--- src/hw/aiq_params.svh ---
`ifndef AIQ_PARAMS_SVH
`define AIQ_PARAMS_SVH

// ----------------------------------------------------------------
// Register indices (byte address = 4 * index)
// ----------------------------------------------------------------
`define AIQ_IDX_SCLK_STEP 12'h067
`define AIQ_IDX_SCLK_MOD 12'h068
`define AIQ_IDX_MCLK_STEP 12'h06c
`define AIQ_IDX_MCLK_MOD 12'h06d
`define AIQ_IDX_Q0_BASE_LO 12'hb00
`define AIQ_IDX_Q0_BASE_MID 12'hb01
`define AIQ_IDX_Q0_DEPTH 12'hb02
`define AIQ_IDX_Q0_BASE_HI 12'hb03
`define AIQ_IDX_Q1_BASE_LO 12'hb04
`define AIQ_IDX_Q1_BASE_MID 12'hb05
`define AIQ_IDX_Q1_DEPTH 12'hb06
`define AIQ_IDX_Q1_BASE_HI 12'hb07
`define AIQ_IDX_Q2_BASE_LO 12'hb08
`define AIQ_IDX_Q2_BASE_MID 12'hb09
`define AIQ_IDX_Q2_DEPTH 12'hb0a
`define AIQ_IDX_Q2_BASE_HI 12'hb0b
`define AIQ_IDX_Q0_LOW_TH 12'hb0c
`define AIQ_IDX_Q0_HIGH_TH 12'hb0d
`define AIQ_IDX_Q1_HIGH_TH 12'hb0e
`define AIQ_IDX_Q2_HIGH_TH 12'hb0f
`define AIQ_IDX_CTRL 12'hb10
`define AIQ_IDX_SRC_SEL 12'hb11
`define AIQ_IDX_STATUS 12'hb13
`define AIQ_IDX_CNT_FIRST 12'hb20
`define AIQ_IDX_CNT_LAST 12'hb25

// ----------------------------------------------------------------
// Reset values
// ----------------------------------------------------------------
`define AIQ_RST_SCLK_STEP 8'h00
`define AIQ_RST_SCLK_MOD 8'h02
`define AIQ_RST_MCLK_STEP 8'h01
`define AIQ_RST_MCLK_MOD 8'h02
`define AIQ_RST_BASE_LO 8'h00
`define AIQ_RST_Q0_BASE_MID 8'h40
`define AIQ_RST_Q1_BASE_MID 8'h48
`define AIQ_RST_Q2_BASE_MID 8'h3c
`define AIQ_RST_BASE_HI 8'h04
`define AIQ_RST_Q01_DEPTH 8'h7f
`define AIQ_RST_Q2_DEPTH 8'h3f
`define AIQ_RST_Q0_LOW_TH 8'h20
`define AIQ_RST_Q0_HIGH_TH 8'h60
`define AIQ_RST_Q12_HIGH_TH 8'h20
`define AIQ_RST_CTRL 8'hf9
`define AIQ_RST_SRC_SEL 8'h21

// ----------------------------------------------------------------
// Field positions
// ----------------------------------------------------------------
`define AIQ_CLK_EN_BIT 7
`define AIQ_CTRL_PLAY_BIT 3
`define AIQ_CTRL_IRQ_LSB 4
`define AIQ_SEL_Q0_LSB 2
`define AIQ_SEL_Q1_LSB 4
`define AIQ_SEL_MIC_L_BIT 6
`define AIQ_SEL_MIC_R_BIT 7

// ----------------------------------------------------------------
// Timing
// ----------------------------------------------------------------
`define AIQ_SRC_HZ 48000000
`define AIQ_MCLK_HZ 100000000
`define AIQ_UNIT_HZ 1000000

`endif

--- src/hw/aiq_pkg.sv ---
package aiq_pkg;

   // ----------------------------------------------------------------
   // Audio sample sources
   // ----------------------------------------------------------------
   typedef enum logic [2:0]
   {
      AIQ_SRC_USB = 3'h0,
      AIQ_SRC_I2S = 3'h1,
      AIQ_SRC_MIC_L = 3'h2,
      AIQ_SRC_MIC_R = 3'h3,
      AIQ_SRC_AUX = 3'h4
   } aiq_src_t;

   // Source selection codes of queues 0 and 1
   typedef enum logic [1:0]
   {
      AIQ_SEL_USB = 2'h0,
      AIQ_SEL_I2S = 2'h1,
      AIQ_SEL_MIC16 = 2'h2,
      AIQ_SEL_MIC20 = 2'h3
   } aiq_sel_t;

   // ----------------------------------------------------------------
   // Carriers
   // ----------------------------------------------------------------
   typedef struct packed
   {
      aiq_src_t src;
      logic [31:0] data;
   } aiq_sample_t;

   typedef struct packed
   {
      logic [18:0] addr;
      logic [31:0] data;
   } aiq_sram_req_t;

endpackage

--- src/hw/aiq_top.sv ---
// The implementer's own choice: register access over APB.
`timescale 1ns/1ns
`include "aiq_params.svh"

// Behaviour
// - Serial audio clock runs only when enabled, at 48M*step/modulus.
// - Codec master clock runs only when enabled, at 48M*step/modulus.
// - Queue base address is 19 bits from three byte registers.
// - Queue size is depth register times four words.
// - A queue accepts input only while its enable bit is set.
// - Queue 0 feeds the output path only while bit 3 is set.
// - Each watermark interrupt is forwarded only while its mask bit is set.
// - Queue 0 source: USB, I2S, 16-bit mic, 20-bit left mic.
// - Queue 1 source: USB, I2S, 16-bit mic, 20-bit right mic.
// - Bits 6 and 7 enable left and right microphone channels.
// - Queue 0 below low threshold sets sticky and live low flags.
// - Live flags clear themselves; software clears sticky flags.
// - Queue above high threshold sets sticky and live high flags.
module aiq_top
#(
   parameter int ADDR_W = 14
)
(
   input wire logic mclk,
   input wire logic srst,
   input wire logic psel,
   input wire logic penable,
   input wire logic pwrite,
   input wire logic [ADDR_W-1:0] paddr,
   input wire logic [31:0] pwdata,
   output logic [31:0] prdata,
   output logic pready,
   output logic pslverr,
   input wire logic in_valid,
   input wire aiq_pkg::aiq_sample_t in_sample,
   output logic in_ready,
   output logic sram_valid,
   output aiq_pkg::aiq_sram_req_t sram_req,
   input wire logic sram_ready,
   input wire logic [2:0] q_pop,
   output logic sclk_out,
   output logic codec_mclk_out,
   output logic [3:0] irq
);

   // ----------------------------------------------------------------
   // Constants and elaboration check
   // ----------------------------------------------------------------
   localparam int NCFG = 22;
   localparam int PTR_W = 10;
   localparam logic [5:0] SLOT_STATUS = 6'd22;
   localparam logic [5:0] SLOT_CNT = 6'd23;
   localparam logic [5:0] SLOT_NONE = 6'd63;
   localparam int INC_K = 2 * (`AIQ_SRC_HZ / `AIQ_UNIT_HZ);
   localparam int MOD_K = `AIQ_MCLK_HZ / `AIQ_UNIT_HZ;
   localparam logic [7:0] CFG_RST [0:NCFG-1] = '{
      `AIQ_RST_SCLK_STEP, `AIQ_RST_SCLK_MOD,
      `AIQ_RST_MCLK_STEP, `AIQ_RST_MCLK_MOD,
      `AIQ_RST_BASE_LO, `AIQ_RST_Q0_BASE_MID,
      `AIQ_RST_Q01_DEPTH, `AIQ_RST_BASE_HI,
      `AIQ_RST_BASE_LO, `AIQ_RST_Q1_BASE_MID,
      `AIQ_RST_Q01_DEPTH, `AIQ_RST_BASE_HI,
      `AIQ_RST_BASE_LO, `AIQ_RST_Q2_BASE_MID,
      `AIQ_RST_Q2_DEPTH, `AIQ_RST_BASE_HI,
      `AIQ_RST_Q0_LOW_TH, `AIQ_RST_Q0_HIGH_TH,
      `AIQ_RST_Q12_HIGH_TH, `AIQ_RST_Q12_HIGH_TH,
      `AIQ_RST_CTRL, `AIQ_RST_SRC_SEL};

   if (ADDR_W < 14)
   begin : g_bad_addr
      $error("aiq_top: ADDR_W must be at least 14");
   end

   // ----------------------------------------------------------------
   // Functions
   // ----------------------------------------------------------------
   // Register index to storage slot
   function automatic logic [5:0] aiq_slot(input logic [11:0] idx);
      logic [5:0] s;
      s = SLOT_NONE;
      if (idx == `AIQ_IDX_SCLK_STEP)
         s = 6'd0;
      else if (idx == `AIQ_IDX_SCLK_MOD)
         s = 6'd1;
      else if (idx == `AIQ_IDX_MCLK_STEP)
         s = 6'd2;
      else if (idx == `AIQ_IDX_MCLK_MOD)
         s = 6'd3;
      else if (idx >= `AIQ_IDX_Q0_BASE_LO && idx <= `AIQ_IDX_SRC_SEL)
         s = 6'(idx - `AIQ_IDX_Q0_BASE_LO) + 6'd4;
      else if (idx == `AIQ_IDX_STATUS)
         s = SLOT_STATUS;
      else if (idx >= `AIQ_IDX_CNT_FIRST && idx <= `AIQ_IDX_CNT_LAST)
         s = 6'(idx - `AIQ_IDX_CNT_FIRST) + SLOT_CNT;
      return s;
   endfunction

   // Pointer advance with wrap at the queue size
   function automatic logic [PTR_W-1:0] aiq_wrap(
      input logic [PTR_W-1:0] ptr,
      input logic [PTR_W-1:0] size);
      logic [PTR_W-1:0] n;
      n = ptr + 10'd1;
      return (n >= size) ? '0 : n;
   endfunction

   // Does a sample of this source belong to a queue with this select code
   function automatic logic aiq_match(
      input logic [1:0] sel,
      input aiq_pkg::aiq_src_t src,
      input aiq_pkg::aiq_src_t mic,
      input logic mic_en);
      logic m;
      m = 1'b0;
      unique case (aiq_pkg::aiq_sel_t'(sel))
         aiq_pkg::AIQ_SEL_USB: m = (src == aiq_pkg::AIQ_SRC_USB);
         aiq_pkg::AIQ_SEL_I2S: m = (src == aiq_pkg::AIQ_SRC_I2S);
         aiq_pkg::AIQ_SEL_MIC16,
         aiq_pkg::AIQ_SEL_MIC20: m = (src == mic) && mic_en;
      endcase
      return m;
   endfunction

   // Sample word as stored for a select code
   function automatic logic [31:0] aiq_fmt(
      input logic [1:0] sel,
      input logic [31:0] d);
      logic [31:0] w;
      w = d;
      if (sel == aiq_pkg::AIQ_SEL_MIC16)
         w = {16'h0000, d[15:0]};
      else if (sel == aiq_pkg::AIQ_SEL_MIC20)
         w = {12'h000, d[19:0]};
      return w;
   endfunction

   // ----------------------------------------------------------------
   // Register storage and bus decode
   // ----------------------------------------------------------------
   logic [7:0] cfg_r [0:NCFG-1];
   logic pready_r;
   logic pslverr_r;
   logic [31:0] prdata_r;
   logic [3:0] sticky_r;
   logic [3:0] irq_r;
   logic in_ready_r;
   logic [1:0] vld_r;
   aiq_pkg::aiq_sram_req_t ent_r [0:1];
   // Live watermark levels: [0] q0 low, [3:1] q0..q2 high
   logic [3:0] live;
   logic [PTR_W-1:0] cnt [0:2];
   logic [2:0] full;
   logic [7:0] rd_byte;

   // Bus phase decode
   wire setup = psel & ~penable;
   wire commit = psel & penable & pready_r;
   wire [5:0] slot = aiq_slot(paddr[13:2]);
   wire hit = (slot != SLOT_NONE);
   wire wr_cfg = commit & pwrite & (slot < 6'(NCFG));
   wire wr_status = commit & pwrite & (slot == SLOT_STATUS);
   wire [7:0] ctrl = cfg_r[20];
   wire [7:0] srcsel = cfg_r[21];
   wire [5:0] cnt_slot = slot - SLOT_CNT;
   wire [PTR_W-1:0] cnt_sel = cnt[cnt_slot[2:1]];

   // Read data selection
   assign rd_byte = (slot < 6'(NCFG)) ? cfg_r[slot[4:0]] :
                    (slot == SLOT_STATUS) ? {live, sticky_r} :
                    (slot == SLOT_NONE) ? 8'h00 :
                    cnt_slot[0] ? {6'h00, cnt_sel[9:8]} : cnt_sel[7:0];

   // Bus answer: ready in the first access cycle
   always_ff @(posedge mclk)
   begin
      if (srst)
      begin
         pready_r <= 1'b0;
         pslverr_r <= 1'b0;
         prdata_r <= 32'h0000_0000;
      end
      else
      begin
         pready_r <= setup;
         pslverr_r <= setup & ~hit;
         if (setup)
            prdata_r <= {24'h00_0000, rd_byte};
      end
   end

   // Configuration registers
   always_ff @(posedge mclk)
   begin
      if (srst)
      begin
         for (int i = 0; i < NCFG; i++)
            cfg_r[i] <= CFG_RST[i];
      end
      else if (wr_cfg)
         cfg_r[slot[4:0]] <= pwdata[7:0];
   end

   // ----------------------------------------------------------------
   // Input routing
   // ----------------------------------------------------------------
   wire [1:0] sel0 = srcsel[`AIQ_SEL_Q0_LSB +: 2];
   wire [1:0] sel1 = srcsel[`AIQ_SEL_Q1_LSB +: 2];
   wire accept = in_valid & in_ready_r;
   // Source match for each queue
   wire m0 = aiq_match(sel0, in_sample.src, aiq_pkg::AIQ_SRC_MIC_L,
                       srcsel[`AIQ_SEL_MIC_L_BIT]);
   wire m1 = aiq_match(sel1, in_sample.src, aiq_pkg::AIQ_SRC_MIC_R,
                       srcsel[`AIQ_SEL_MIC_R_BIT]);
   wire m2 = (in_sample.src == aiq_pkg::AIQ_SRC_AUX);
   // Queue admits only while enabled and not full
   wire [2:0] ok = {m2, m1, m0} & ctrl[2:0] & ~full;
   wire [2:0] tgt = ok[0] ? 3'b001 : ok[1] ? 3'b010 : {ok[2], 2'b00};
   wire [2:0] push_q = tgt & {3{accept}};
   wire [31:0] word = ok[0] ? aiq_fmt(sel0, in_sample.data) :
                      ok[1] ? aiq_fmt(sel1, in_sample.data) :
                      in_sample.data;
   logic [18:0] waddr [0:2];
   wire [18:0] push_addr = tgt[0] ? waddr[0] : tgt[1] ? waddr[1] : waddr[2];

   // ----------------------------------------------------------------
   // Queue pointers and watermarks
   // ----------------------------------------------------------------
   for (genvar q = 0; q < 3; q++)
   begin : g_queue
      logic [PTR_W-1:0] wptr_r;
      logic [PTR_W-1:0] rptr_r;
      wire [18:0] base = {cfg_r[7+4*q][2:0], cfg_r[5+4*q],
                          cfg_r[4+4*q]};
      wire [PTR_W-1:0] size = {cfg_r[6+4*q], 2'b00};
      wire clr = wr_cfg & (slot == 6'(6 + 4 * q));
      wire play_ok = (q != 0) | ctrl[`AIQ_CTRL_PLAY_BIT];
      wire pop = q_pop[q] & (cnt[q] != '0) & play_ok;
      // Occupancy with wrap
      assign cnt[q] = (wptr_r >= rptr_r) ? wptr_r - rptr_r :
                      wptr_r + size - rptr_r;
      assign full[q] = (size == '0) | (cnt[q] == size - 10'd1);
      assign waddr[q] = 19'(base + {7'h00, wptr_r, 2'b00});
      assign live[q+1] = cnt[q] > {2'b00, cfg_r[17+q]};

      // Pointers; a depth write restarts the queue
      always_ff @(posedge mclk)
      begin
         if (srst | clr)
         begin
            wptr_r <= '0;
            rptr_r <= '0;
         end
         else
         begin
            if (push_q[q])
               wptr_r <= aiq_wrap(wptr_r, size);
            if (pop)
               rptr_r <= aiq_wrap(rptr_r, size);
         end
      end
   end

   assign live[0] = cnt[0] < {2'b00, cfg_r[16]};

   // Sticky flags: a new event wins over a clear
   // A live level keeps its sticky bit set through any clear attempt
   wire [3:0] clr_mask = wr_status ? pwdata[3:0] : 4'h0;
   wire [3:0] sticky_nxt = (sticky_r & ~clr_mask) | live;
   wire [3:0] irq_nxt = sticky_nxt & ctrl[`AIQ_CTRL_IRQ_LSB +: 4];

   always_ff @(posedge mclk)
   begin
      if (srst)
      begin
         sticky_r <= 4'h0;
         irq_r <= 4'h0;
      end
      else
      begin
         sticky_r <= sticky_nxt;
         irq_r <= irq_nxt;
      end
   end

   // ----------------------------------------------------------------
   // Two-entry buffer toward the SRAM
   // ----------------------------------------------------------------
   wire pop_b = vld_r[0] & sram_ready;
   wire push_b = |push_q;
   aiq_pkg::aiq_sram_req_t new_ent;
   aiq_pkg::aiq_sram_req_t ent0_nxt;
   aiq_pkg::aiq_sram_req_t ent1_nxt;
   logic [1:0] vld_nxt;
   logic [1:0] vld_sh;

   assign new_ent = '{addr: push_addr, data: word};
   assign vld_sh = pop_b ? {1'b0, vld_r[1]} : vld_r;
   assign ent0_nxt = (pop_b & vld_r[1]) ? ent_r[1] :
                     (push_b & ~vld_sh[0]) ? new_ent : ent_r[0];
   assign ent1_nxt = (push_b & vld_sh[0]) ? new_ent : ent_r[1];
   assign vld_nxt = push_b ? (vld_sh[0] ? 2'b11 : 2'b01) : vld_sh;

   // Buffer state; ready reflects room for the next cycle
   always_ff @(posedge mclk)
   begin
      if (srst)
      begin
         vld_r <= 2'b00;
         in_ready_r <= 1'b0;
         ent_r[0] <= '0;
         ent_r[1] <= '0;
      end
      else
      begin
         vld_r <= vld_nxt;
         in_ready_r <= ~vld_nxt[1];
         ent_r[0] <= ent0_nxt;
         ent_r[1] <= ent1_nxt;
      end
   end

   // ----------------------------------------------------------------
   // Fractional clock dividers
   // ----------------------------------------------------------------
   // Modulus of at least twice the step keeps toggles under mclk rate
   for (genvar d = 0; d < 2; d++)
   begin : g_div
      // Accumulator and output level owned by this divider alone
      logic [15:0] acc_r;
      logic tog_r;
      wire [7:0] step = cfg_r[2*d];
      wire [7:0] modv = cfg_r[2*d+1];
      wire en = step[`AIQ_CLK_EN_BIT] & (modv != 8'h00);
      wire [15:0] inc = 16'(step[6:0] * INC_K);
      wire [15:0] lim = 16'(modv * MOD_K);
      wire [16:0] sum = {1'b0, acc_r} + {1'b0, inc};
      wire wrap = sum >= {1'b0, lim};

      // Half period per wrap gives 48M*step/mod
      always_ff @(posedge mclk)
      begin
         if (srst | ~en)
         begin
            acc_r <= 16'h0000;
            tog_r <= 1'b0;
         end
         else if (wrap)
         begin
            acc_r <= 16'(sum - {1'b0, lim});
            tog_r <= ~tog_r;
         end
         else
            acc_r <= sum[15:0];
      end
   end

   // ----------------------------------------------------------------
   // Outputs
   // ----------------------------------------------------------------
   assign prdata = prdata_r;
   assign pready = pready_r;
   assign pslverr = pslverr_r;
   assign in_ready = in_ready_r;
   assign sram_valid = vld_r[0];
   assign sram_req = ent_r[0];
   // Divider levels leave straight from their toggle flops
   assign sclk_out = g_div[0].tog_r;
   assign codec_mclk_out = g_div[1].tog_r;
   assign irq = irq_r;

endmodule

--- config.mk ---
export PLATFORM = sky130hd
export DESIGN_NAME = aiq_top
export DESIGN_NICKNAME = d
export VERILOG_FILES = /design/src/hw/aiq_pkg.sv /design/src/hw/aiq_top.sv
export VERILOG_INCLUDE_DIRS = /design/src /design/src/hw
export SDC_FILE = /design/constraint.sdc
export NUM_CORES = 1
export LEC_CHECK = 0
export BUFFER_PORTS_ARGS = -buffer_cell sky130_fd_sc_hd__buf_2
export CELL_PAD_IN_SITES_DETAIL_PLACEMENT = 1
export CELL_PAD_IN_SITES_GLOBAL_PLACEMENT = 1
export CORE_MARGIN = 4
export CORE_UTILIZATION = 26
export DETAILED_ROUTE_END_ITERATION = 6
export GPL_TIMING_DRIVEN = 0
export MAX_ROUTING_LAYER = met4
export PLACE_DENSITY = 0.57
export SLEW_MARGIN = 10
export SYNTH_ARGS = -nofsm -noshare
export SYNTH_HDL_FRONTEND = slang
export SYNTH_SLANG_ARGS = --single-unit
--- constraint.sdc ---
create_clock -name mclk -period 12.42 [get_ports mclk]
set_input_delay 1.242 -clock mclk [delete_from_list [all_inputs] [get_ports mclk]]
set_output_delay 1.242 -clock mclk [all_outputs]
set_load 0.02 [all_outputs]
# After elaboration in Yosys (flattened, before gate mapping)
# Memories as Yosys holds them, arrays and structs flattened.
# Index checks and enable logic that the tools add are counted.
# classes
n_addsub	30
multipliers	4
magnitude_cmp	21
n_eq_ne	24
mux	55
bitwise_logic	48
n_reduce_logical	19
# op_table
op	n
51-bit 2-to-1 mux	5
32-bit 2-to-1 mux	6
10-bit 2-to-1 mux	11
10-bit greater-or-equal comparator	9
10-bit by 1-bit adder with 10-bit output (second input constant)	6
10-bit subtractor	6
19-bit by 12-bit adder with 19-bit output	3
12-bit by 7-bit == test with 1-bit output (second input constant)	4
6-bit 2-to-1 mux	7
8-bit 2-to-1 mux	5
19-bit 2-to-1 mux	2
16-bit by 14-bit adder with 17-bit output	2
17-bit by 15-bit greater-or-equal comparator with 1-bit output	2
16-bit 2-to-1 mux	2
16-bit by 15-bit subtractor with 16-bit output	2
10-bit adder	3
10-bit == test	3
10-bit by 8-bit greater-than comparator with 1-bit output	3
10-bit zero test	3
10-bit nonzero test	3
10-bit by 1-bit subtractor with 10-bit output (second input constant)	3
8-bit by 5-bit multiplier with 13-bit output (second input constant)	2
12-bit greater-or-equal comparator (second input constant)	2
12-bit <= comparator (second input constant)	2
43 further kinds	105
# word_totals
reg_bits	115
mem_bits_rw	278
inputBits	91
output_inout_bits	93
word_cells	220
mem_count	2
# mem_list
name	words	width	rd	rd_clocked_by_memory_dff	write_ports	line	text
cfg_r	22	8	23	0	22	aiq_top.sv:140	logic [7:0] cfg_r [0:NCFG-1];
ent_r	2	51	2	0	2	aiq_top.sv:148	aiq_pkg::aiq_sram_req_t ent_r [0:1];

# Longest topological paths before layout
# depth
word_depth	18
depth_mapped	25
mapped_depth_nobuf	23

# Worst setup path before layout
# OpenSTA, ideal clock, no wires.
# synth_path
kind	input -> register
startpoint	input paddr[4]
endpoint	memory cfg_r[11][0], enable pin
setup_time_ns	0.384
t_arrival_ns	4.866
required_time_ns	12.036
slack_ns	7.170
stages	15
path_buffers	4
cell_sequence	clkbuf_1 > inv_1 > ha_1 > nor2b_1 > o211ai_1 > a32oi_1 > nor2_1 > nand2_1 > a21oi_1 > buf_2 > buf_2 > ha_1 > nand2_1 > clkbuf_1 > o21ai_0
# synth_rtl
item	line	text
start: declaration	aiq_top.sv:29	input wire logic [ADDR_W-1:0] paddr,
end: declaration	aiq_top.sv:140	

==> flow_summary.json <==
{
  "initial_utilization": 0.2622,
  "synthFlopType": "edfxtp_1",
  "fin_crit_sh": 0.5921,
  "wl_per_cell_um": 23.35,
  "final_antenna_net_count": 0,
  "rows": 133,
  "timing.fmax_mhz": 136.0,
  "relSlewSlack": 0.1566,
  "rsz0062_at_grt": "no",
  "root_buffer": "clkbuf_16",
  "status": "complete, no violations",
  "clk_path_buf_depth": 3,
  "nFillCells": 15240,
  "hp-start": "ent_r[0][70]",
  "cp.arrival_ps": 7640,
  "drt_pre_antenna_iters": 5,
  "finalHoldViolations": 0,
  "synth_edf_count": 256,
  "placed_area_um2": 37710,
  "grt_pass1_wl_um": 197200,
  "path_clk_slew_ps": 60,
  "ios": 184,
  "skew_ps": 25.19,
  "setup_viol": 0,
  "grt_max_degree": 18,
  "routed_wl_um": 133900,
  "ys_warn_count": 0,
  "drcViolationCount": 0,
  "timing.max_cap.violations": 0,
  "ys_seq_area_frac": 0.3462,
  "die_area_um2": 138700,
  "tns_ps": 0,
  "core_area_um2": 131600,
  "worstHoldPathType": "register to register",
  "worstMarginPinSlew_ps": 1258,
  "vias": 29360,
  "synth.cell_area_um2": 34520,
  "async_flop_share": 0,
  "worstPathMaxFanout": 11,
  "area_delta_synth_final_pct": 15.15,
  "grt_pass1_vias": 29840,
  "layout_min_cycle_time_ps": 7354,
  "startpoint_type": "input pin",
  "h-tree-depth": 2,
  "design_area_um2": 39750,
  "peakVddDrop_v": 0.0001146,
  "power.density_nw_per_um2": 113.2,
  "startpoint": "paddr[4]",
  "final_nets": 4373,
  "cts_buffers": 60,
  "post_cts_resized": 0,
  "dpl.hpwl_um": 104500,
  "cts_setup_buffers": 0,
  "cts.sinks": 469,
  "avgSynthCellArea_um2": 9.478,
  "place_congestion": 0.9824,
  "regToRegStartpoint": "g_queue[1].wptr_r[2]",
  "die_h_um": 372.4,
  "synth.distinct_cells": 99,
  "die_x_um": 372.4,
  "avgViaCountPerCell": 5.121,
  "port_buffers": 132,
  "slew_viol_final": 0,
  "syn_inst": 3642,
  "required_ps": 12710,
  "leakagePower_uw": 0.01613,
  "antenna_found_initial": 7,
  "grt-ovfl-total": 0,
  "cts_tree": "yes",
  "drt_iter0_drc": 2161,
  "track_usage": 0.1946,
  "cts_hold_buffers": 0,
  "hold_ws_ps": 472.8,
  "drive_above_1_share": 0.1208,
  "ys_ff_latch": 469,
  "path_class": "input pin to register",
  "cp-end-kind": "register",
  "clkLatencyLatePin_ps": 690
}
-- state kept, by name, summed over array words and instances, names as in the netlist --
name / flops
cfg_r: 256
codec_mclk_out: 1
ent_r: 102
g_div.acc_r: 28
g_queue.rptr_r: 30
g_queue.wptr_r: 30
in_ready: 1
irq: 4
prdata: 8
pready: 1
pslverr: 1
sclk_out: 1
sticky_r: 4
vld_r: 2
-- placed cells by master (no fill, tap or decap), types with 31 or more instances in the layout --
cell,instances
dfxtp_1,213
clkbuf_1,124
a22oi_1,50
buf_4,77
and2_1,106
mux4_2,55
nand4_1,31
or3_1,63
xor2_1,35
fa_1,42
xnor2_1,166
nand2b_1,79
inv_1,303
a21o_1,57
a21oi_1,205
nand3_1,150
nand2_1,142
nor2b_1,37
mux2i_1,73
o21a_1,39
a211oi_1,44
conb_1,88
o21ai_0,175
buf_2,171
edfxtp_1,256
clkbuf_16,60
nor2_1,241
nor3_1,84
ha_1,317
-- through the flow --
| step | worst slack [ps] | power, uW | std cells | utilization |
|---|---|---|---|---|
| after floorplan | 7170 | 2360 | 3729 | - |
| final | 5066 | 4500 | 5733 | 0.3020 |
| after CTS | 5146 | 4531 | 5730 | 0.3019 |
| after global routing | 4834 | 4694 | 5731 | 0.3019 |
| after detailed placement | 4449 | 2679 | 5616 | 0.2865 |
| after global placement | 4098 | 2668 | 5616 | 0.2864 |
-- Yosys cell counts, drive strengths merged, types with 10 or more instances --
cell     count  share of area
a211oi      49          0.011
nand2      142          0.015
nor4        20         0.0040
a31oi       30         0.0056
o21ai      186          0.027
mux4        55          0.036
a211o       14         0.0036
nand4       31         0.0056
nand2b      80          0.015
and3        28         0.0052
nor2       243          0.027
a311oi      29         0.0074
clkbuf     115          0.013
xnor2      166          0.042
ha         317           0.11
o31ai       25         0.0058
o31a        10         0.0025
fa          42          0.024
nand3      151          0.022
mux2i       73          0.021
nor2b       37         0.0067
o32a        12         0.0035
edfxtp     256           0.22
mux2        16         0.0052
o211ai      24         0.0052
and2       106          0.019
or3         63          0.011
xor2        35         0.0089
or3b        10         0.0026
nor3        84          0.012
a22oi       51          0.011
o21bai      21         0.0046
o21a        39         0.0085
a21boi      21         0.0046
dfxtp      213           0.12
o2111ai     15         0.0038
a21o        57          0.012
inv        303          0.033
buf        119          0.023
a21oi      208          0.030
or2         15         0.0027
-- cell families after synthesis --
kind of cell | count (synthesis) | synth area share
adders and majority gates | 359 | 0.1393
DFF | 469 | 0.3462
and+or+nand+nor | 1058 | 0.1605
xor gates and xnor gates | 204 | 0.05296
AOI/OAI and AO/OA | 870 | 0.1700
buffers and inverters | 537 | 0.06865
other | 1 | 0.0001086
muxes | 144 | 0.06227
-- critical path: stages --
cell and delay (ps):
buf_2 120, clkbuf_1 360, inv_1 160, ha_1 260, nor2b_1 140, o211ai_1 230, a32oi_1 210, nor2_1 410
nand2_1 130, a21oi_2 660, buf_2 520, buf_2 460, ha_1 440, nand2_1 460, clkbuf_1 490, clkbuf_1 500
nor2_1 800
-- per-layer routing --
metal	wire [um]	track usage
met2	61560	0.3083
met5	0	-
met1	60590	0.2573
met4	4561	0.06164
met3	7173	0.02719
-- layout make-up --
class / count / area, um^2 / area share
buffer: 234 / 1232 / 0.03101
clock buffer: 77 / 1629 / 0.04099
antenna: 3 / 7.507 / 0.0001889
sequential: 469 / 11950 / 0.3007
multi-input combinational: 2723 / 20530 / 0.5166
tap: 1755 / 2196 / 0.05525
clock inverter: 37 / 399.1 / 0.01004
inverter: 303 / 1137 / 0.02861
timing repair buffer: 132 / 660.6 / 0.01662
-- power by group --
group / internal [uW] / switching, uW
Sequential: 1690 / 37.9
Combinational: 340 / 596
Clock: 1060 / 783
Total: 3080 / 1420
-- path summary, 6_finish.rpt --
kind / endpoint / slack, ps / cells past startpoint
worst max register to register: ent_r[0][38] / 6150 / 17
worst min-delay path: ent_r[0][70] / 470 / 2
worst max-delay path: cfg_r[23][3] / 5070 / 17
worst min register to register: ent_r[0][70] / 470 / 2
Power figures use the tool's default switching activity.
